==> config.mk <==
export PLATFORM = sky130hd
export DESIGN_NAME = srvrb_regbank
export DESIGN_NICKNAME = d
export VERILOG_FILES = /design/src/srvrb_pkg.sv /design/src/srvrb_regbank.sv /design/src/srvrb_stack_sel.sv /design/src/srvrb_phase_calc.sv
export SDC_FILE = /design/constraint.sdc
export NUM_CORES = 2
export LEC_CHECK = 0
export BUFFER_PORTS_ARGS = -buffer_cell sky130_fd_sc_hd__clkbuf_2
export CORE_ASPECT_RATIO = 0.7
export CORE_MARGIN = 2
export CORE_UTILIZATION = 45
export DETAILED_ROUTE_END_ITERATION = 12
export GPL_ROUTABILITY_DRIVEN = 0
export PLACE_DENSITY_LB_ADDON = 0.05
export SETUP_SLACK_MARGIN = 0.02
export SLEW_MARGIN = 20
export SYNTH_ARGS = -nofsm -noshare
export SYNTH_HDL_FRONTEND = slang
export SYNTH_SLANG_ARGS = --single-unit
==> constraint.sdc <==
create_clock -name ref_clk -period 5.4 [get_ports ref_clk]
set_clock_uncertainty 0.1 [all_clocks]
set_input_delay 1.08 -clock ref_clk [delete_from_list [all_inputs] [get_ports ref_clk]]
set_output_delay 1.08 -clock ref_clk [all_outputs]
set_load 0.05 [all_outputs]
==> src/srvrb_pkg.sv <==
// Notes on behaviour
// - decode 128 addresses, 32-bit words
// - words hold 32, 2x16 or mixed fields
// - two stacked data registers follow their selects
// - write select, then read data register
// - identity readout 0x00 RO, select 0x01 RW
// - converter readout 0x02 RO, select 0x03 RW
// - angles span 65536 counts, 16-bit wrap
// - third phase current derived from two measured or two written
package srvrb_pkg;

  localparam int REG_COUNT = 128;
  localparam int IDX_W     = 7;
  localparam int DATA_W    = 32;
  localparam int HALF_W    = 16;
  localparam int ANGLE_PERIOD = 65536;
  localparam int ANGLE_W   = $clog2(ANGLE_PERIOD);
  localparam int IDENT_SUBS = 3;
  localparam int CONV_SUBS  = 4;

  localparam logic [IDX_W-1:0] A_IDENT_READ = 7'h00;
  localparam logic [IDX_W-1:0] A_IDENT_SEL  = 7'h01;
  localparam logic [IDX_W-1:0] A_CONV_READ  = 7'h02;
  localparam logic [IDX_W-1:0] A_CONV_SEL   = 7'h03;
  localparam logic [IDX_W-1:0] A_MOD_CFG    = 7'h04;
  localparam logic [IDX_W-1:0] A_MOD_CLK_A  = 7'h05;
  localparam logic [IDX_W-1:0] A_MOD_CLK_B  = 7'h06;
  localparam logic [IDX_W-1:0] A_DECIM      = 7'h07;
  localparam logic [IDX_W-1:0] A_CUR1_GO    = 7'h08;
  localparam logic [IDX_W-1:0] A_CUR0_GO    = 7'h09;
  localparam logic [IDX_W-1:0] A_CUR_ROUTE  = 7'h0A;
  localparam logic [IDX_W-1:0] A_CUR_EXT    = 7'h0B;
  localparam logic [IDX_W-1:0] A_AIN_SETUP  = 7'h0C;
  localparam logic [IDX_W-1:0] A_ANG0_GO    = 7'h0D;
  localparam logic [IDX_W-1:0] A_ANG1_GO    = 7'h0E;
  localparam logic [IDX_W-1:0] A_ANG2_GO    = 7'h0F;
  localparam logic [IDX_W-1:0] A_ANG_ROUTE  = 7'h11;
  localparam logic [IDX_W-1:0] A_PH_WY_UX   = 7'h12;
  localparam logic [IDX_W-1:0] A_PH_V       = 7'h13;
  localparam logic [IDX_W-1:0] A_ANG_WY_UX  = 7'h15;
  localparam logic [IDX_W-1:0] A_ANG_VN     = 7'h16;
  localparam logic [IDX_W-1:0] A_GATE_POL   = 7'h17;
  localparam logic [IDX_W-1:0] A_PWM_PER    = 7'h18;
  localparam logic [IDX_W-1:0] A_DEAD_TIME  = 7'h19;
  localparam logic [IDX_W-1:0] A_CHOP_MODE  = 7'h1A;

  localparam logic [DATA_W-1:0] SEL_RESET = 32'h0000_0000;
  localparam logic [DATA_W-1:0] CFG_RESET = 32'h0000_0000;
  localparam int ROUTE_EXT_BIT = 0;
  localparam int CFG_SLOTS = 32;

  typedef enum logic [0:0] {
    BUS_IDLE   = 1'b0,
    BUS_ANSWER = 1'b1
  } srvrb_bus_t;

  function automatic logic [DATA_W-1:0] be_merge(
    input logic [DATA_W-1:0] old_w,
    input logic [DATA_W-1:0] new_w,
    input logic [3:0]        be);
    logic [DATA_W-1:0] res;
    res = old_w;
    for (int b = 0; b < 4; b++) begin
      if (be[b]) res[b*8 +: 8] = new_w[b*8 +: 8];
    end
    return res;
  endfunction

  function automatic logic is_rw(input logic [IDX_W-1:0] a);
    return ((a >= A_MOD_CFG) && (a <= A_ANG2_GO)) ||
           (a == A_ANG_ROUTE) ||
           ((a >= A_GATE_POL) && (a <= A_CHOP_MODE));
  endfunction

endpackage

==> src/srvrb_regbank.sv <==
// Chosen here: the Avalon-MM interface to the registers.
`timescale 1ns/1ps
`default_nettype none
module srvrb_regbank #(
  // identification words, values arbitrary
  parameter logic [31:0] IDENT_TYPE    = 32'h5352_5642,
  parameter logic [31:0] IDENT_VERSION = 32'h0001_0000,
  parameter logic [31:0] IDENT_DATE    = 32'h0000_0001
) (
  // clock and reset
  input  wire logic                       ref_clk,
  input  wire logic                       reset_n,
  // avalon-mm slave, byte address
  input  wire logic [8:0]                 avs_address,
  input  wire logic                       avs_read,
  input  wire logic                       avs_write,
  input  wire logic [31:0]                avs_writedata,
  input  wire logic [3:0]                 avs_byteenable,
  output logic      [31:0]                avs_readdata,
  output logic                            avs_waitrequest,
  // raw converter words (two 16-bit samples each)
  input  wire logic [31:0]                conv_raw_0,
  input  wire logic [31:0]                conv_raw_1,
  input  wire logic [31:0]                conv_raw_2,
  input  wire logic [31:0]                conv_raw_3,
  // measured phase currents
  input  wire logic [15:0]                meas_cur_ux,
  input  wire logic [15:0]                meas_cur_wy,
  // angle sensor values
  input  wire logic [15:0]                ang_ux,
  input  wire logic [15:0]                ang_v,
  input  wire logic [15:0]                ang_wy,
  input  wire logic [15:0]                ang_n,
  // configuration to the datapath
  output logic      [31:0]                modulator_config_pair,
  output logic      [31:0]                modulator_clock_a,
  output logic      [31:0]                modulator_clock_b,
  output logic      [31:0]                decimation_ratio_pair,
  output logic      [31:0]                current_ch1_gain_offset,
  output logic      [31:0]                current_ch0_gain_offset,
  output logic      [31:0]                current_channel_routing,
  output logic      [31:0]                external_current_values,
  output logic      [31:0]                analog_input_stage_setup,
  output logic      [31:0]                angle_sensor_ch0_gain_offset,
  output logic      [31:0]                angle_sensor_ch1_gain_offset,
  output logic      [31:0]                angle_sensor_ch2_gain_offset,
  output logic      [31:0]                angle_sensor_routing,
  output logic      [31:0]                gate_output_polarity,
  output logic      [31:0]                pwm_period_count,
  output logic      [31:0]                dead_time_high_low,
  output logic      [31:0]                chopper_mode_setup,
  // derived phase currents
  output logic      [15:0]                phase_cur_ux,
  output logic      [15:0]                phase_cur_wy,
  output logic      [15:0]                phase_cur_v
);
  import srvrb_pkg::*;

  // ------------------------------------------------------------
  // bus handshake
  // ------------------------------------------------------------
  srvrb_bus_t          state_r;
  srvrb_bus_t          state_nxt;
  logic                req;
  logic                take;
  logic [IDX_W-1:0]    idx;
  logic [DATA_W-1:0]   rdata_nxt;
  logic [DATA_W-1:0]   rdata_r;

  assign req  = avs_read | avs_write;
  // word index from the byte address: one word per register
  assign idx  = avs_address[8:2];
  // the request is taken on the second cycle it is held
  assign take = req && (state_r == BUS_ANSWER);
  assign avs_waitrequest = req && (state_r != BUS_ANSWER);

  always_comb begin
    case (state_r)
      BUS_IDLE:   state_nxt = req ? BUS_ANSWER : BUS_IDLE;
      BUS_ANSWER: state_nxt = BUS_IDLE;
      default:    state_nxt = BUS_IDLE;
    endcase
  end

  always_ff @(posedge ref_clk) begin
    if (!reset_n) state_r <= BUS_IDLE;
    else state_r <= state_nxt;
  end

  // ------------------------------------------------------------
  // stacked registers
  // ------------------------------------------------------------
  logic [DATA_W-1:0]   ident_sel;
  logic [DATA_W-1:0]   ident_data;
  logic [DATA_W-1:0]   conv_sel;
  logic [DATA_W-1:0]   conv_data;
  logic                ident_we;
  logic                conv_we;
  logic [DATA_W-1:0]   ident_wdata;
  logic [DATA_W-1:0]   conv_wdata;

  assign ident_we = take && avs_write && (idx == A_IDENT_SEL);
  assign conv_we  = take && avs_write && (idx == A_CONV_SEL);
  assign ident_wdata = be_merge(ident_sel, avs_writedata,
                                avs_byteenable);
  assign conv_wdata  = be_merge(conv_sel, avs_writedata,
                                avs_byteenable);

  srvrb_stack_sel #(
    .SUBS      (IDENT_SUBS)
  ) u_ident (
    .ref_clk   (ref_clk),
    .reset_n   (reset_n),
    .sel_we    (ident_we),
    .sel_wdata (ident_wdata),
    .sub_data  ({IDENT_DATE, IDENT_VERSION, IDENT_TYPE}),
    .sel_r     (ident_sel),
    .data_out  (ident_data)
  );

  srvrb_stack_sel #(
    .SUBS      (CONV_SUBS)
  ) u_conv (
    .ref_clk   (ref_clk),
    .reset_n   (reset_n),
    .sel_we    (conv_we),
    .sel_wdata (conv_wdata),
    .sub_data  ({conv_raw_3, conv_raw_2, conv_raw_1, conv_raw_0}),
    .sel_r     (conv_sel),
    .data_out  (conv_data)
  );

  // ------------------------------------------------------------
  // configuration storage
  // ------------------------------------------------------------
  logic [DATA_W-1:0]   cfg_r [0:CFG_SLOTS-1];
  logic [4:0]          slot;

  assign slot = idx[4:0];

  // words are stored exactly as delivered, per byte lane
  always_ff @(posedge ref_clk) begin
    if (!reset_n) begin
      for (int i = 0; i < CFG_SLOTS; i++) cfg_r[i] <= CFG_RESET;
    end else if (take && avs_write && is_rw(idx)) begin
      cfg_r[slot] <= be_merge(cfg_r[slot], avs_writedata,
                              avs_byteenable);
    end
  end

  assign modulator_config_pair        = cfg_r[A_MOD_CFG[4:0]];
  assign modulator_clock_a            = cfg_r[A_MOD_CLK_A[4:0]];
  assign modulator_clock_b            = cfg_r[A_MOD_CLK_B[4:0]];
  assign decimation_ratio_pair        = cfg_r[A_DECIM[4:0]];
  assign current_ch1_gain_offset      = cfg_r[A_CUR1_GO[4:0]];
  assign current_ch0_gain_offset      = cfg_r[A_CUR0_GO[4:0]];
  assign current_channel_routing      = cfg_r[A_CUR_ROUTE[4:0]];
  assign external_current_values      = cfg_r[A_CUR_EXT[4:0]];
  assign analog_input_stage_setup     = cfg_r[A_AIN_SETUP[4:0]];
  assign angle_sensor_ch0_gain_offset = cfg_r[A_ANG0_GO[4:0]];
  assign angle_sensor_ch1_gain_offset = cfg_r[A_ANG1_GO[4:0]];
  assign angle_sensor_ch2_gain_offset = cfg_r[A_ANG2_GO[4:0]];
  assign angle_sensor_routing         = cfg_r[A_ANG_ROUTE[4:0]];
  assign gate_output_polarity         = cfg_r[A_GATE_POL[4:0]];
  assign pwm_period_count             = cfg_r[A_PWM_PER[4:0]];
  assign dead_time_high_low           = cfg_r[A_DEAD_TIME[4:0]];
  assign chopper_mode_setup           = cfg_r[A_CHOP_MODE[4:0]];

  // ------------------------------------------------------------
  // phase currents
  // ------------------------------------------------------------
  logic [HALF_W-1:0]   src_ux;
  logic [HALF_W-1:0]   src_wy;
  logic                use_ext;

  // routing bit picks the externally written pair as source
  assign use_ext = current_channel_routing[ROUTE_EXT_BIT];
  assign src_ux = use_ext ? external_current_values[HALF_W-1:0]
                          : meas_cur_ux;
  assign src_wy = use_ext ? external_current_values[DATA_W-1:HALF_W]
                          : meas_cur_wy;

  srvrb_phase_calc u_phase (
    .ref_clk   (ref_clk),
    .reset_n   (reset_n),
    .cur_ux    (src_ux),
    .cur_wy    (src_wy),
    .ph_ux_r   (phase_cur_ux),
    .ph_wy_r   (phase_cur_wy),
    .ph_v_r    (phase_cur_v)
  );

  // ------------------------------------------------------------
  // angle values
  // ------------------------------------------------------------
  logic [ANGLE_W-1:0]  ang_ux_r;
  logic [ANGLE_W-1:0]  ang_v_r;
  logic [ANGLE_W-1:0]  ang_wy_r;
  logic [ANGLE_W-1:0]  ang_n_r;

  // one period is the full 16-bit range, wrapping naturally
  always_ff @(posedge ref_clk) begin
    if (!reset_n) begin
      ang_ux_r <= '0;
      ang_v_r  <= '0;
      ang_wy_r <= '0;
      ang_n_r  <= '0;
    end else begin
      ang_ux_r <= ANGLE_W'(ang_ux);
      ang_v_r  <= ANGLE_W'(ang_v);
      ang_wy_r <= ANGLE_W'(ang_wy);
      ang_n_r  <= ANGLE_W'(ang_n);
    end
  end

  // ------------------------------------------------------------
  // read path
  // ------------------------------------------------------------
  // whole packed word is returned; host unpacks fields
  always_comb begin
    case (idx)
      A_IDENT_READ: rdata_nxt = ident_data;
      A_IDENT_SEL:  rdata_nxt = ident_sel;
      A_CONV_READ:  rdata_nxt = conv_data;
      A_CONV_SEL:   rdata_nxt = conv_sel;
      A_PH_WY_UX:   rdata_nxt = {phase_cur_wy, phase_cur_ux};
      A_PH_V:       rdata_nxt = {16'h0000, phase_cur_v};
      A_ANG_WY_UX:  rdata_nxt = {ang_wy_r, ang_ux_r};
      A_ANG_VN:     rdata_nxt = {ang_n_r, ang_v_r};
      default: begin
        if (is_rw(idx)) rdata_nxt = cfg_r[slot];
        else rdata_nxt = '0;
      end
    endcase
  end

  // captured on the first cycle, stands at the answer edge
  always_ff @(posedge ref_clk) begin
    if (!reset_n) rdata_r <= '0;
    else if (avs_read && (state_r == BUS_IDLE)) rdata_r <= rdata_nxt;
  end

  assign avs_readdata = rdata_r;

endmodule
`default_nettype wire

==> src/srvrb_stack_sel.sv <==
`timescale 1ns/1ps
`default_nettype none
module srvrb_stack_sel #(
  parameter int SUBS = 3
) (
  // clock and reset
  input  wire logic                            ref_clk,
  input  wire logic                            reset_n,
  // select write
  input  wire logic                            sel_we,
  input  wire logic [srvrb_pkg::DATA_W-1:0]    sel_wdata,
  // subregisters, entry 0 in the low word
  input  wire logic [SUBS*srvrb_pkg::DATA_W-1:0] sub_data,
  // visible state
  output logic      [srvrb_pkg::DATA_W-1:0]    sel_r,
  output logic      [srvrb_pkg::DATA_W-1:0]    data_out
);
  import srvrb_pkg::*;

  if (SUBS < 1) begin : g_chk
    $error("srvrb_stack_sel needs at least one subregister");
  end

  always_ff @(posedge ref_clk) begin
    if (!reset_n) sel_r <= SEL_RESET;
    else if (sel_we) sel_r <= sel_wdata;
  end

  // out-of-range selects read as zero
  always_comb begin
    data_out = '0;
    for (int s = 0; s < SUBS; s++) begin
      if (sel_r == DATA_W'(s))
        data_out = sub_data[s*DATA_W +: DATA_W];
    end
  end
endmodule
`default_nettype wire

==> src/srvrb_phase_calc.sv <==
`timescale 1ns/1ps
`default_nettype none
module srvrb_phase_calc (
  // clock and reset
  input  wire logic                           ref_clk,
  input  wire logic                           reset_n,
  // two source phases, measured or externally written
  input  wire logic signed [srvrb_pkg::HALF_W-1:0] cur_ux,
  input  wire logic signed [srvrb_pkg::HALF_W-1:0] cur_wy,
  // all three phases, registered
  output logic signed      [srvrb_pkg::HALF_W-1:0] ph_ux_r,
  output logic signed      [srvrb_pkg::HALF_W-1:0] ph_wy_r,
  output logic signed      [srvrb_pkg::HALF_W-1:0] ph_v_r
);
  import srvrb_pkg::*;

  // two guard bits: negating the most negative sum must not wrap
  logic signed [HALF_W+1:0] sum;
  logic signed [HALF_W+1:0] neg;
  logic signed [HALF_W-1:0] v_nxt;
  localparam logic signed [HALF_W+1:0] MAXV = 18'sh07FFF;
  localparam logic signed [HALF_W+1:0] MINV = 18'sh38000;

  // currents sum to zero; saturate the derived phase
  always_comb begin
    sum = $signed({{2{cur_ux[HALF_W-1]}}, cur_ux}) +
          $signed({{2{cur_wy[HALF_W-1]}}, cur_wy});
    neg = -sum;
    if (neg > MAXV) v_nxt = MAXV[HALF_W-1:0];
    else if (neg < MINV) v_nxt = MINV[HALF_W-1:0];
    else v_nxt = neg[HALF_W-1:0];
  end

  always_ff @(posedge ref_clk) begin
    if (!reset_n) begin
      ph_ux_r <= '0;
      ph_wy_r <= '0;
      ph_v_r  <= '0;
    end else begin
      ph_ux_r <= cur_ux;
      ph_wy_r <= cur_wy;
      ph_v_r  <= v_nxt;
    end
  end
endmodule
`default_nettype wire

==> metrics.log <==
INFO  metric result_of_the_run = finished, final reports clean
INFO  metric period_minus_slack = 4950 ps
INFO  metric synth.yosys.seq_area_share = 67.1%
INFO  metric tritoncts = done
INFO  metric detail_route.wl_per_cell = 33.5 um
INFO  metric grt_setup_unrepaired = no
INFO  metric postSynthCellCount = 3429
INFO  metric final.period_utilization = 91.7%
INFO  metric tritoncts_num_sinks = 1233
INFO  metric irDropWorstVdd = 0.253 mV
INFO  metric fin_setup_tns = 0 ps
INFO  metric synthAdderAreaFrac = 0.471%
INFO  metric clock-root-buffer = sky130_fd_sc_hd__clkbuf_16
INFO  metric finalHoldWorstSlack = 373 ps
INFO  metric netlist_area = 52100 um^2
INFO  metric synth.lib_cells_used.distinct = 63
INFO  metric drive_gt1_share = 34.3%
INFO  metric flow.area_growth_from_synthesis = 24.6%
INFO  metric fp.dieArea = 118000 um^2
INFO  metric critical_path.startpoint_type = flip-flop
INFO  metric syn_avg_cell_area = 15.2 um^2
INFO  metric antenna_left = 0
INFO  metric relSlewSlack = 25.9%
INFO  metric htree_levels = 3
INFO  metric largest_net_degree_at_the_start_of_global_routing = 100
INFO  metric synth-simple-area-share = 8.47%
INFO  metric dp_slack = 307 ps
INFO  metric numCtsBuffers = 119
INFO  metric cts_setup_buffers = 0
INFO  metric cap_violations = 0
INFO  metric cts.clk_slew.worst_paths = 70 ps
INFO  metric design_power_total = 0.0231 W
INFO  metric routed_via_density = 5.79
INFO  metric ys.flop_type = sky130_fd_sc_hd__edfxtp_1
INFO  metric grt_util_all_layers = 35.8%
INFO  metric clk-insertion-delay-late = 740 ps
INFO  metric cp.required = 5910 ps
INFO  metric crit_type = flip-flop to flip-flop
INFO  metric synth_edf_count = 1024
INFO  metric critical_path_peak_fanout = 15
INFO  metric max_freq = 0.202 GHz
INFO  metric yosys_reg_bits = 1233
INFO  metric initial_util = 45.3%
INFO  metric combinational_family_with_the_most_area_after_synthesis = multiplexers
INFO  metric synthXorXnorAreaFrac = 0.387%
INFO  metric critPathSlowestCell = sky130_fd_sc_hd__edfxtp_1
INFO  metric post-dp-hpwl = 161 mm
INFO  metric worst_ep_arrival_time = 5460 ps
INFO  metric first_global_vias = 34671
INFO  metric hold_path.class = flip-flop to flip-flop
INFO  metric post_cts.resized_instances = 0
INFO  metric drt_pass1_iterations = 8
INFO  metric die_w = 411 um
INFO  metric number_of_warnings_issued_by_yosys = 0
INFO  metric num_vias = 37384
INFO  metric async_set_or_reset_flop_fraction_in_the_synthesized_netlist = 0%
INFO  metric critical_path.cell_chain = buf_4 -> mux2_2 -> fa_1 -> a211oi_1 -> o21ai_1 -> xnor2_1 -> o2111ai_1 -> nor4_1 -> or3b_4 -> a211oi_4 -> buf_4 -> o211ai_1
INFO  metric dieHeight = 289 um
INFO  metric critical_path.max_stage_delay = 750 ps
INFO  metric endpoint_kind = flip-flop
INFO  metric grt_antenna_before_repair = 17
INFO  metric synth_compound_gate_area_share = 4.78%
INFO  metric holdBufCountCts = 0
INFO  metric static-leakage-power = 25.3 nW
INFO  metric drt_wl_total = 216 mm
INFO  metric final_critical_path_setup_slack = 450 ps
INFO  metric drc = 0
INFO  metric critical-path-top-cell-by-count = sky130_fd_sc_hd__buf_4
INFO  metric num_io_pins = 898
INFO  metric place.port_buffers = 895
INFO  metric finish.net_count = 5113
INFO  metric synth.area.mux_share = 16.6%
INFO  metric max_slew.worst_pin.slew = 1110 ps
INFO  metric core_region_area = 115000 um^2
INFO  metric globalRouteOverflowTotal = 0
INFO  metric std_cell_rows = 104
INFO  metric fillerInstances = 9521
INFO  metric detail_route.iter0.violations = 5397
INFO  metric wire_length_of_the_first_global_routing_pass = 289 mm
INFO  metric number_of_endpoints_with_negative_hold_slack_in_the_final_report = 0
INFO  metric max-clock-path-buffers = 3
INFO  metric power_density = 357 nW/um^2
INFO  metric final-max-slew-violation-count = 0
INFO  metric setup_violating_endpoint_count_in_the_final_report = 0
[final timing paths]
| path | from | endpoint | slack [ps] | cells past startpoint |
|---|---|---|---|---|
| max reg2reg | cfg_r[10][0] | u_phase.ph_v_r[4] | 450 | 12 |
| max | cfg_r[10][0] | u_phase.ph_v_r[4] | 450 | 12 |
| min reg2reg | u_conv.sel_r[4] | u_conv.sel_r[4] | 370 | 2 |
| min | u_conv.sel_r[4] | u_conv.sel_r[4] | 370 | 2 |
[cell type report]
type / instances / area [um^2] / area share, %
diodes: 6 / 15.0 / 0.0231
inverters: 24 / 93.8 / 0.145
clock buffers: 163 / 3300 / 5.09
flip-flops and latches: 1233 / 34900 / 53.9
clock inverters: 53 / 623 / 0.961
multi-input cells: 2391 / 18100 / 27.8
well taps: 1537 / 1920 / 2.96
repair buffers: 1052 / 5910 / 9.12
[cells by family (layout without fill, tap and decap cells)]
| group | Yosys count | count (layout) |
|---|---|---|
| AO/OA/AOI/OAI | 368 | 368 |
| XOR/XNOR | 23 | 23 |
| adder cells (fa/ha/maj) | 19 | 19 |
| buffers and inverters | 284 | 1292 |
| flip-flops | 1233 | 1233 |
| multiplexers | 468 | 468 |
| other | 1 | 486 |
| AND/OR/NAND/NOR | 1033 | 1033 |
[worst max-delay path, delay by kind of cell (launching register included)]
| kind | cells | cell delay [ps] |
|---|---|---|
| DFF | 1 | 750 |
| AOI/OAI and AO/OA | 5 | 1230 |
| muxes | 1 | 480 |
| buffers and inverters | 2 | 550 |
| xor gates and xnor gates | 1 | 300 |
| adders and majority gates | 1 | 500 |
| and+or+nand+nor | 2 | 900 |
[per-layer routing]
| layer | track usage (%) | up-vias | wire length, um |
|---|---|---|---|
| met3 | 12.6 | 279 | 28100 |
| met4 | 8.70 | 12 | 5590 |
| met1 | 52.8 | 19255 | 89100 |
| met2 | 50.8 | 2418 | 93300 |
| met5 | 0 | - | 76 |
| li1 | - | 15420 | - |
[registers in the layout, indices dropped and copies added, names as in the netlist]
register / flops
ang_n_r: 16
u_phase.ph_ux_r: 16
state_r: 1
ang_ux_r: 16
ang_wy_r: 16
ang_v_r: 16
avs_readdata: 32
u_phase.ph_v_r: 16
u_conv.sel_r: 32
cfg_r: 1024
u_phase.ph_wy_r: 16
u_ident.sel_r: 32
[cells in the mapped netlist (all sizes together) (3+ instances only)]
library cell	instances	share of area, %
nor2b	6	0.072
o21ai	85	0.82
o211ai	22	0.39
a31oi	15	0.18
a21oi	91	0.87
nand4	11	0.13
clkbuf	193	1.4
nand2	189	1.4
inv	23	0.17
a22oi	53	0.76
xor2	9	0.15
nand2b	6	0.072
and2	102	1.2
a41oi	5	0.084
or4	3	0.058
a211o	4	0.067
nor2	616	4.4
dfxtp	209	8.0
a211oi	8	0.15
nor4	20	0.25
edfxtp	1024	59
nor3	17	0.17
ha	18	0.43
nand3	45	0.43
a221o	5	0.096
a222oi	12	0.23
o21a	8	0.12
a221oi	30	0.50
o31ai	3	0.043
a22o	12	0.20
buf	67	0.63
mux4	309	13
mux2	65	1.4
mux2i	94	1.8
xnor2	14	0.24
and3	13	0.17
a21o	4	0.058
[metrics by stage]
stage	utilization, %	cells	cell area [um^2]
4_1_cts	56.4	6453	64800
6_report	56.4	6459	64900
5_1_grt	56.4	6454	64800
3_3_place_gp	53.0	6237	60900
3_5_place_dp	53.0	6237	60900
2_1_floorplan	-	3908	53900
[cell usage in the layout (no fill, tap or decap), types with 17 or more instances in the layout]
cell                        netlist  routed
sky130_fd_sc_hd__a21oi_1         91      91
sky130_fd_sc_hd__a221oi_1        30      30
sky130_fd_sc_hd__a22oi_1         53      53
sky130_fd_sc_hd__and2_1         102     102
sky130_fd_sc_hd__buf_12           0      18
sky130_fd_sc_hd__buf_4            4     141
sky130_fd_sc_hd__clkbuf_1       193      32
sky130_fd_sc_hd__clkbuf_16        0     124
sky130_fd_sc_hd__clkbuf_2         0     892
sky130_fd_sc_hd__conb_1           1     480
sky130_fd_sc_hd__dfxtp_1        209     207
sky130_fd_sc_hd__edfxtp_1      1024    1024
sky130_fd_sc_hd__ha_1            18      18
sky130_fd_sc_hd__inv_1           23      17
sky130_fd_sc_hd__mux2_2          65      65
sky130_fd_sc_hd__mux2i_1         94      62
sky130_fd_sc_hd__mux2i_2          0      26
sky130_fd_sc_hd__mux4_2         309     309
sky130_fd_sc_hd__nand2_1        189     171
sky130_fd_sc_hd__nand2_2          0      18
sky130_fd_sc_hd__nand3_1         45      39
sky130_fd_sc_hd__nor2_1         616     611
sky130_fd_sc_hd__nor4_1          19      18
sky130_fd_sc_hd__o21ai_0         68      68
sky130_fd_sc_hd__o21ai_1         17      17
[where the power goes]
| group | total [W] | switching [W] | internal [W] |
|---|---|---|---|
| clock | 0.00863 | 0.00378 | 0.00485 |
| combinational | 0.00332 | 0.00236 | 0.000960 |
| sequential | 0.0112 | 0.000338 | 0.0108 |
Power figures use the tool's default switching activity.
